==> config.mk <==
export PLATFORM = sky130hd
export DESIGN_NAME = dbgctl_debug_mode_control
export DESIGN_NICKNAME = d
export VERILOG_FILES = /design/src/design/dbgctl_pkg.sv /design/src/design/dbgctl_debug_mode_control.sv
export SDC_FILE = /design/constraint.sdc
export NUM_CORES = 1
export LEC_CHECK = 0
export BUFFER_PORTS_ARGS = -buffer_cell sky130_fd_sc_hd__buf_2
export CAP_MARGIN = 20
export CELL_PAD_IN_SITES_DETAIL_PLACEMENT = 1
export CELL_PAD_IN_SITES_GLOBAL_PLACEMENT = 1
export CORE_MARGIN = 1
export CORE_UTILIZATION = 35
export DETAILED_ROUTE_END_ITERATION = 12
export PLACE_DENSITY_LB_ADDON = 0.25
export SLEW_MARGIN = 0
export SYNTH_ARGS = -nofsm -noshare
export SYNTH_HDL_FRONTEND = slang
export SYNTH_SLANG_ARGS = --single-unit
export TNS_END_PERCENT = 10
==> constraint.sdc <==
create_clock -name clk_sys -period 3.2 [get_ports clk_sys]
set_clock_uncertainty 0.1 [all_clocks]
set_input_delay 0.32 -clock clk_sys [delete_from_list [all_inputs] [get_ports clk_sys]]
set_output_delay 0.32 -clock clk_sys [all_outputs]
set_load 0.01 [all_outputs]
==> src/design/dbgctl_pkg.sv <==
package dbgctl_pkg;
    // control register layout
    localparam logic [7:0] DBGCTL_RESET     = 8'h00;
    localparam int         DBGCTL_HALT_BIT  = 7;
    localparam int         DBGCTL_BRK_BIT   = 6;
    localparam int         DBGCTL_ACK_BIT   = 5;
    localparam int         DBGCTL_RST_BIT   = 0;
    localparam logic [7:0] DBGCTL_WMASK     = 8'hE1;

    // register offsets, one per byte index
    localparam logic [1:0] DBGCTL_ADDR_CTL  = 2'h0;
    localparam logic [1:0] DBGCTL_ADDR_STAT = 2'h1;
    localparam logic [1:0] DBGCTL_ADDR_MASK = 2'h2;

    // interrupt status bits
    localparam int         DBGCTL_EV_BRK    = 0;
    localparam int         DBGCTL_EV_DROP   = 1;
    localparam int         DBGCTL_EV_W      = 2;

    // core-side opcodes and command
    localparam logic [7:0] DBGCTL_BRK_OPC   = 8'h00;
    localparam logic [7:0] DBGCTL_CMD_EXEC  = 8'h12;
    localparam logic [2:0] DBGCTL_MAX_OPC   = 3'h5;

    typedef struct packed {
        logic [1:0] addr;
        logic [7:0] wdata;
        logic       wr;
        logic       rd;
    } dbgctl_bus_s;

    typedef struct packed {
        logic       valid;
        logic [7:0] data;
    } dbgctl_byte_s;

    typedef enum logic [1:0] {
        CMD_IDLE,
        CMD_OPC,
        CMD_DROP
    } dbgctl_cmd_e;
endpackage
==> src/design/dbgctl_debug_mode_control.sv <==
// The implementer's own choices: the strobed register port and the placing of the registers.
`timescale 1ns/1ns
module dbgctl_debug_mode_control
    import dbgctl_pkg::*;
(
    // clock and reset
    input  wire logic                     clk_sys,
    input  wire logic                     rst_n,
    input  wire logic                     clkEn,
    // register port
    input  wire dbgctl_pkg::dbgctl_bus_s  regBus,
    output logic [7:0]                    regRdata,
    // option straps and core decode
    input  wire logic                     readProtectOption,
    input  wire logic                     decodeValid,
    input  wire logic [7:0]               decodeOpcode,
    // host command byte stream from the serial pin receiver
    input  wire dbgctl_pkg::dbgctl_byte_s hostByte,
    input  wire logic [2:0]               opcodeCount,
    // core side
    output logic                          fetchHalt,
    output logic                          breakpointNop,
    output logic                          debugAcknowledgeEnable,
    output logic                          systemResetReq,
    output dbgctl_pkg::dbgctl_byte_s      execOpcode,
    // interrupt
    output logic                          irq
);
    import dbgctl_pkg::*;

    logic              debugHaltFlag;
    logic              breakpointAllow;
    logic              ackEnable;
    logic              resetBit;
    logic [DBGCTL_EV_W-1:0] evStatus;
    logic [DBGCTL_EV_W-1:0] evMask;
    dbgctl_cmd_e       cmdState;
    logic [2:0]        opcLeft;

    // one index decode serves the write strobes and the read checks
    function automatic logic regHit(input dbgctl_bus_s bus, input logic [1:0] regIndex);
        regHit = bus.addr == regIndex;
    endfunction

    wire ctlWr  = regBus.wr && regHit(regBus, DBGCTL_ADDR_CTL);
    wire statWr = regBus.wr && regHit(regBus, DBGCTL_ADDR_STAT);
    wire maskWr = regBus.wr && regHit(regBus, DBGCTL_ADDR_MASK);
    wire wHalt  = regBus.wdata[DBGCTL_HALT_BIT];

    // breakpoint hit only when armed; otherwise it is passed on as a no-op
    wire brkSeen = decodeValid && decodeOpcode == DBGCTL_BRK_OPC;
    wire brkHit  = brkSeen && breakpointAllow;
    // a zero in the halt bit is dropped while read protect holds the core stopped; the other fields are still written
    wire haltClearOk = !readProtectOption;
    wire next_debugHaltFlag = brkHit ? 1'b1
                            : ctlWr  ? (wHalt | (debugHaltFlag & !haltClearOk))
                            : debugHaltFlag;

    // a command is only recognised from idle, so an opcode byte is never taken as one
    wire       cmdStart  = hostByte.valid && cmdState == CMD_IDLE
                           && hostByte.data == DBGCTL_CMD_EXEC;
    wire       execAllow = debugHaltFlag && !readProtectOption;
    // out-of-range counts are clamped, not refused, so the sequencer cannot wedge
    wire [2:0] reqCount  = (opcodeCount == 3'h0) ? 3'h1
                         : (opcodeCount > DBGCTL_MAX_OPC) ? DBGCTL_MAX_OPC
                         : opcodeCount;
    wire       dropDone  = hostByte.valid && cmdState == CMD_DROP;

    wire [DBGCTL_EV_W-1:0] evSet;
    assign evSet[DBGCTL_EV_BRK]  = brkHit;
    assign evSet[DBGCTL_EV_DROP] = dropDone;

    // bits four down to one hold no storage, so they can only read zero
    wire [7:0] ctlView = {debugHaltFlag, breakpointAllow, ackEnable, 4'h0, resetBit};

    assign fetchHalt              = debugHaltFlag;
    assign breakpointNop          = brkSeen && !breakpointAllow;
    assign debugAcknowledgeEnable = ackEnable;
    assign systemResetReq         = resetBit;
    assign irq                    = |(evStatus & evMask);

    always_ff @(posedge clk_sys or negedge rst_n)
    begin
        if (!rst_n)
        begin
            debugHaltFlag   <= DBGCTL_RESET[DBGCTL_HALT_BIT];
            breakpointAllow <= DBGCTL_RESET[DBGCTL_BRK_BIT];
            ackEnable       <= DBGCTL_RESET[DBGCTL_ACK_BIT];
            resetBit        <= DBGCTL_RESET[DBGCTL_RST_BIT];
        end
        else if (clkEn)
        begin
            debugHaltFlag <= next_debugHaltFlag;
            // reset request lasts one clkEn-enabled cycle and holds while clkEn is low; nothing here clears the other control bits in response to it
            resetBit      <= ctlWr && regBus.wdata[DBGCTL_RST_BIT];
            if (ctlWr)
            begin
                breakpointAllow <= regBus.wdata[DBGCTL_BRK_BIT];
                ackEnable       <= regBus.wdata[DBGCTL_ACK_BIT];
            end
        end
    end

    // set wins over a write-one clear in the same cycle
    always_ff @(posedge clk_sys or negedge rst_n)
    begin
        if (!rst_n)
        begin
            evStatus <= '0;
            evMask   <= '0;
        end
        else if (clkEn)
        begin
            evStatus <= (evStatus & ~(statWr ? regBus.wdata[DBGCTL_EV_W-1:0] : '0)) | evSet;
            if (maskWr)
                evMask <= regBus.wdata[DBGCTL_EV_W-1:0];
        end
    end

    always_ff @(posedge clk_sys or negedge rst_n)
    begin
        if (!rst_n)
            regRdata <= 8'h00;
        else if (clkEn)
        begin
            case (regBus.addr)
                DBGCTL_ADDR_CTL:  regRdata <= regBus.rd ? ctlView : 8'h00;
                DBGCTL_ADDR_STAT: regRdata <= regBus.rd ? {6'h00, evStatus} : 8'h00;
                DBGCTL_ADDR_MASK: regRdata <= regBus.rd ? {6'h00, evMask} : 8'h00;
                default:          regRdata <= 8'h00;
            endcase
        end
    end

    // execute-command sequencer over the host byte stream
    always_ff @(posedge clk_sys or negedge rst_n)
    begin
        if (!rst_n)
        begin
            cmdState   <= CMD_IDLE;
            opcLeft    <= 3'h0;
            execOpcode <= '0;
        end
        else if (clkEn)
        begin
            execOpcode.valid <= 1'b0;
            case (cmdState)
                CMD_IDLE:
                begin
                    if (cmdStart)
                    begin
                        cmdState <= execAllow ? CMD_OPC : CMD_DROP;
                        opcLeft  <= reqCount;
                    end
                end
                CMD_OPC:
                begin
                    if (hostByte.valid)
                    begin
                        execOpcode.valid <= 1'b1;
                        execOpcode.data  <= hostByte.data;
                        opcLeft          <= opcLeft - 3'h1;
                        if (opcLeft == 3'h1)
                            cmdState <= CMD_IDLE;
                    end
                end
                CMD_DROP:
                begin
                    if (hostByte.valid)
                        cmdState <= CMD_IDLE;
                end
                default: cmdState <= CMD_IDLE;
            endcase
        end
    end

    // halt flag and fetch control
    haltOnBreak_a: assert property (@(posedge clk_sys) disable iff (!rst_n)
        clkEn && brkHit |=> debugHaltFlag)
        else $error("breakpoint did not halt");

    nopBreak_a: assert property (@(posedge clk_sys) disable iff (!rst_n)
        clkEn && brkSeen && !breakpointAllow && !ctlWr && !debugHaltFlag |=> !debugHaltFlag)
        else $error("disarmed breakpoint halted");

    protectLock_a: assert property (@(posedge clk_sys) disable iff (!rst_n)
        readProtectOption && debugHaltFlag && clkEn |=> debugHaltFlag)
        else $error("protected halt cleared");

    runWrite_a: assert property (@(posedge clk_sys) disable iff (!rst_n)
        clkEn && ctlWr && !wHalt && !readProtectOption && !brkHit |=> !fetchHalt)
        else $error("run write ignored");

    haltFetch_a: assert property (@(posedge clk_sys) disable iff (!rst_n)
        clkEn && ctlWr && wHalt
        |=> fetchHalt)
        else $error("halt write did not stop fetch");

    haltHold_a: assert property (@(posedge clk_sys) disable iff (!rst_n)
        clkEn && debugHaltFlag && !ctlWr
        |=> debugHaltFlag)
        else $error("halt dropped without a write");

    runStays_a: assert property (@(posedge clk_sys) disable iff (!rst_n)
        clkEn && !debugHaltFlag && !brkHit && !(ctlWr && wHalt)
        |=> !debugHaltFlag)
        else $error("halt set without a cause");

    // control register fields
    armWrite_a: assert property (@(posedge clk_sys) disable iff (!rst_n)
        clkEn && ctlWr && regBus.wdata[DBGCTL_BRK_BIT]
        |=> breakpointAllow)
        else $error("breakpoint arm write lost");

    disarmWrite_a: assert property (@(posedge clk_sys) disable iff (!rst_n)
        clkEn && ctlWr && !regBus.wdata[DBGCTL_BRK_BIT]
        |=> !breakpointAllow)
        else $error("breakpoint disarm write lost");

    ackWrite_a: assert property (@(posedge clk_sys) disable iff (!rst_n)
        clkEn && ctlWr && regBus.wdata[DBGCTL_ACK_BIT]
        |=> debugAcknowledgeEnable)
        else $error("acknowledge enable write lost");

    resetStart_a: assert property (@(posedge clk_sys) disable iff (!rst_n)
        clkEn && ctlWr && regBus.wdata[DBGCTL_RST_BIT]
        |=> systemResetReq)
        else $error("reset request not raised");

    resetPulse_a: assert property (@(posedge clk_sys) disable iff (!rst_n)
        clkEn && !(ctlWr && regBus.wdata[DBGCTL_RST_BIT])
        |=> !systemResetReq)
        else $error("reset bit not self clearing");

    readZero_a: assert property (@(posedge clk_sys) disable iff (!rst_n)
        regBus.rd && regHit(regBus, DBGCTL_ADDR_CTL) && clkEn |=> regRdata[4:1] == 4'h0)
        else $error("reserved bits not zero");

    readIdle_a: assert property (@(posedge clk_sys) disable iff (!rst_n)
        clkEn && !regBus.rd
        |=> regRdata == 8'h00)
        else $error("read data outside a read");

    freezeHold_a: assert property (@(posedge clk_sys) disable iff (!rst_n)
        !clkEn
        |=> $stable(debugHaltFlag) && $stable(evStatus) && $stable(cmdState))
        else $error("state moved while clock enable low");

    // execute-command sequencer
    dropOne_a: assert property (@(posedge clk_sys) disable iff (!rst_n)
        clkEn && cmdStart && !execAllow |=> cmdState == CMD_DROP)
        else $error("execute not dropped");

    dropIdle_a: assert property (@(posedge clk_sys) disable iff (!rst_n)
        clkEn && dropDone
        |=> cmdState == CMD_IDLE)
        else $error("dropped byte not discarded");

    execForward_a: assert property (@(posedge clk_sys) disable iff (!rst_n)
        clkEn && cmdState == CMD_OPC && hostByte.valid
        |=> execOpcode.valid)
        else $error("opcode byte not forwarded");

    execIdle_a: assert property (@(posedge clk_sys) disable iff (!rst_n)
        clkEn && cmdState != CMD_OPC
        |=> !execOpcode.valid)
        else $error("opcode forwarded outside a command");

    execEnd_a: assert property (@(posedge clk_sys) disable iff (!rst_n)
        clkEn && cmdState == CMD_OPC && hostByte.valid && opcLeft == 3'h1
        |=> cmdState == CMD_IDLE)
        else $error("command did not end after its last byte");

    opcBound_a: assert property (@(posedge clk_sys) disable iff (!rst_n)
        cmdState == CMD_OPC
        |-> opcLeft != 3'h0 && opcLeft <= DBGCTL_MAX_OPC)
        else $error("opcode count out of range");

    // event status and interrupt
    dropFlag_a: assert property (@(posedge clk_sys) disable iff (!rst_n)
        clkEn && dropDone
        |=> evStatus[DBGCTL_EV_DROP])
        else $error("drop event not recorded");

    statusSticky_a: assert property (@(posedge clk_sys) disable iff (!rst_n)
        clkEn && evStatus[DBGCTL_EV_BRK] && !statWr
        |=> evStatus[DBGCTL_EV_BRK])
        else $error("breakpoint status lost");

    irqRaise_a: assert property (@(posedge clk_sys) disable iff (!rst_n)
        clkEn && brkHit && evMask[DBGCTL_EV_BRK] && !maskWr
        |=> irq)
        else $error("unmasked event raised no interrupt");
endmodule

After elaboration in Yosys (flattened, before gate mapping)
Index checks and enable logic that the tools add are counted.
Word-level totals
  word-level logic and storage cells: 75
  flip-flop bits (word level): 30
  input port bits: 37
Operators by class
  multiplexer cells: 20
  eq/ne operators: 10
  bitwise logic cells: 6
  reductions and logical operators: 26
  $add $sub $neg: 1
  magnitude comparators: 1
Operator list (number)
  8-bit case mux with 3 select lines: 1
  9-bit two-way mux: 2
  2-bit two-way mux: 8
  3-bit two-way mux: 4
  1-bit logical AND: 11
  8-bit by 5-bit equality test with 1-bit output, second input constant: 1
  8-bit zero test: 1
  8-bit two-way mux: 1
  2-bit != test, second input constant: 4
  2-bit case mux with 3 select lines: 1
  3-bit case mux with 2 select lines: 1
  2-bit AND reduction: 3
  5-bit AND reduction: 1
  2-bit AND: 2
  2-bit by 1-bit equality test with 1-bit output, second input constant: 2
  2-bit equality test, second input constant: 2
  2-bit zero test: 2
  4-bit AND reduction: 1
  2-bit nonzero test: 2
  3-bit by 1-bit equality test with 1-bit output, second input constant: 1
  3-bit greater-than comparator, second input constant: 1
  3-bit zero test: 1
  3-bit AND reduction: 1
  3-bit by 1-bit subtractor with 3-bit output, second input constant: 1
  7 further kinds: 9

Logic depth before layout (Yosys ltp)
  depth after elaboration: 6
  depth in mapped cells: 6
  depth with buffers taken out: 6

Least setup slack after synthesis
Ideal clock, no wire load.
  path type: input to output
  start: input decodeOpcode[2]
  end: output breakpointNop
  stages on the path: 3
  setup slack: 1782 ps
  data arrival time: 998 ps
  path buffers: 0
  path through: nor4_1 -> and4b_1 -> nor2b_1
Between the ends
  longest elaborated chain between the ends: 3
RTL lines
  start: declaration: line dbgctl_debug_mode_control.sv:16  | input wire logic [7:0] decodeOpcode,
  8-bit zero test: line dbgctl_debug_mode_control.sv:51  | wire brkSeen = decodeValid && decodeOpcode == DBGCTL_BRK_OPC;
  1-bit logical AND: line dbgctl_debug_mode_control.sv:51
  1-bit logical AND: line dbgctl_debug_mode_control.sv:77  | assign breakpointNop = brkSeen && !breakpointAllow;
  end: declaration: line dbgctl_debug_mode_control.sv:22  | output logic breakpointNop,
Every way passes these cells.

Worst setup path after layout
  start: register cmdState[1]
  end: register opcLeft[2]
Between the ends
  longest elaborated chain between the ends: 5
  elaborated cells between the ends (all ways): 9
  classes of those cells: 3 x eq/ne; 1 x mux; 5 x reduce/logical
RTL lines
  start: declaration: line dbgctl_debug_mode_control.sv:37  | dbgctl_cmd_e cmdState;
  start signal: assignment: line dbgctl_debug_mode_control.sv:152  | cmdState <= execAllow ? CMD_OPC : CMD_DROP;
  2-bit zero test: line dbgctl_debug_mode_control.sv:60, dbgctl_debug_mode_control.sv:147
  1-bit logical AND: line dbgctl_debug_mode_control.sv:60  | wire cmdStart = hostByte.valid && cmdState == CMD_IDLE
  1-bit logical AND: line dbgctl_debug_mode_control.sv:61  | && hostByte.data == DBGCTL_CMD_EXEC;
  2-bit != test (no line)
  4-bit AND reduction (no line)
  end signal: assignment: line dbgctl_debug_mode_control.sv:153  | opcLeft <= reqCount;
  end signal: assignment: line dbgctl_debug_mode_control.sv:162  | opcLeft <= opcLeft - 3'h1;
  end: declaration: line dbgctl_debug_mode_control.sv:38  | logic [2:0] opcLeft;
Several ways; a longest one is shown, not always the timed one.
A chain may end at the register's enable or synchronous reset.

==> impl_metrics.toml <==
[status]
status = "completed"

[finish]
area_growth_pct = 25.3
fin_cells = 242
drive_above_1_share = 0.325
diodes = 0
nets = 234

[yosys]
syn-cell-area_sq_mm = 0.00135
avgSynthCellArea_sq_um = 9.52
synth_flop_cell = "dfrtp_1"
syn_inst = 142
ys_seq_elements = 27
seq_area_frac_synth = 0.500
synth.distinct_cells = 34
yosysWarnings = 0
synth_edf_count = 0
synthArstFlopShare = 1.00

[worst_hold_path]
hold_start = "hostByte[6]"
min_path_cells = 3
min_path_type = "in2reg"
hold-path-endpoint = "execOpcode[6]"

[die]
boundaryPins = 59
rows = 22
fp.dieArea_sq_mm = 0.00412
die_h_microns = 64.2
coreArea_sq_mm = 0.00369
initial_core_util = 0.367
die_x_microns = 64.2

[timing]
fmax_ghz = 0.603
rsz0062_at_grt = "no"
tightest_slew_ns = 0.601
hold_viol_final = 0
period_share = 0.519
drv_slew = 0
fin_ws_ns = 1.54
period_minus_slack_ns = 1.66
setup_tns_ns = 0
setup_viol = 0
slew_headroom = 0.599

[place]
dp_hpwl_mm = 2.52
dp_slack_ns = 1.48
numPortBuffers = 52
place_congestion = 0.768
dp_cells = 237

[global_route]
grt_use_total = 0.170
antenna_found_initial = 0
met3_usage = 0.0232
grt_max_degree = 28
grt_overflow_total = 0
grt_pass1_wl_mm = 5.55
grt_use_met2 = 0.322
gr-usage-met1 = 0.198
grt.busiest_layer = "met2"
grt_pass1_vias = 1265

[flow_run]
drv_cap = 0

[drt]
detail_route.wl_per_cell_microns = 13.0
drc = 0
drt_iter0_drc = 30
route.final.wire_length_mm = 3.14
dr_total_vias = 1211
drt-pass1-iter-count = 2
antenna_left = 0
viasPerCell = 5.00

[clock_tree]
cts_buffer_depth = 2
cts_tree = "built"
root_buffer = "clkbuf_8"
clk_latency_ns = 0.27
cts_buffers = 3
post_cts_resized = 0
cts.sinks = 27
htreeDepth = 1
path_clk_slew_ns = 0.09

[setup_path]
startpoint_type = "flop"
r2r-start = "cmdState[1]"
arrival_ns = 1.75
path_class = "reg2reg"
cp.required_ns = 3.29
cp-end-kind = "flop"
ff2ff_path_depth = 4
rr_endpoint = "opcLeft[2]"
regToRegSetupSlack_ns = 1.54
worstPathMaxFanout = 12
crit_start = "cmdState[1]"

[power]
powerDensity_mw_per_mm2 = 390
power.leakage_nw = 0.902
p_total_uw = 661
vdd_drop_max_mv = 0.213
how the worst max path moves through the flow:
stage	endpoint	cells past startpoint
2_1_floorplan	breakpointNop	3
6_report	opcLeft[2]	4
3_3_place_gp	opcLeft[2]	4
4_1_cts	opcLeft[2]	4
5_1_grt	opcLeft[2]	4
3_5_place_dp	opcLeft[2]	4
sequential cells by signal, summed over array words and instances, names as in the netlist:
register / count
execOpcode: 9
regRdata: 5
opcLeft: 3
cmdState: 2
evMask: 2
evStatus: 2
breakpointAllow: 1
debugAcknowledgeEnable: 1
fetchHalt: 1
systemResetReq: 1
synthesized netlist by cell type, drive strengths merged (2+ instances only):
cell type,n,share of area
nand2,35,0.097
buf,7,0.031
a21oi,3,0.014
inv,9,0.025
nand4,4,0.030
o22ai,5,0.023
nor2b,6,0.028
a22o,2,0.013
dfrtp,27,0.50
and3,3,0.014
and3b,2,0.013
nor3,2,0.0074
o211a,2,0.015
nand2b,2,0.0092
nand3,4,0.015
ha,2,0.018
mux2,4,0.033
o21ai,7,0.026
nor2,5,0.014
metal layers:
metal  vias up  share of wire
met1       585           0.41
li1        583              -
met3         4          0.051
met5         -              0
met4         0          0.012
met2        39           0.52
critical path, cell delays in order (launching register included):
cell,delay (ns)
dfrtp_1,0.45
nor2b_1,0.21
and3_1,0.44
a21oi_1,0.12
a211oi_1,0.24
kinds of logic after synthesis:
family	after synthesis	synth area share
simple gates	67	0.262
flops	27	0.500
compound gates	23	0.114
buf+inv	16	0.0564
mux	5	0.0407
fa+ha+maj	2	0.0185
other cells	1	0.00277
xor+xnor	1	0.00648
where the power goes:
part / internal [mW] / switching, mW / leakage (nW)
clock network: 0.0874 / 0.111 / 0.0255
logic: 0.0430 / 0.0467 / 0.513
registers: 0.359 / 0.0139 / 0.363
total: 0.489 / 0.172 / 0.902
layout make-up:
cell class,count,area [sq um]
multi-input combinational,101,608
timing repair buffer,53,270
fill,452,1990
clock buffer,3,41.3
clock inverter,1,5.00
tap,48,60.1
inverter,9,33.8
sequential,27,676
timing repair:
| item | CTS | global route |
|---|---|---|
| setup buffers | 0 | 0 |
| hold endpoints to repair | 27 | 0 |
| setup endpoints to repair | 0 | 0 |
| hold buffers | 1 | 0 |
stage by stage:
stage          utilization  instance area, sq um  hold WS [ns]
6_report             0.459                  1690         0.156
5_1_grt              0.459                  1690         0.162
4_1_cts              0.459                  1690         0.152
3_5_place_dp         0.444                  1640         0.264
3_3_place_gp         0.444                  1640         0.263
2_1_floorplan            -                  1360       -0.0756
cell usage in the layout, fill, tap and decap left out, drive strengths merged, types with 3 or more instances in the layout:
cell    instances
conb            3
nor2            5
a21oi           3
dfrtp          27
o21ai           7
nor2b           6
buf            52
nand3           4
mux2            4
inv             9
nand4           4
o22ai           5
nand2          35
clkbuf          3
and3            3
Note: power is estimated with default switching activity, not from simulation.
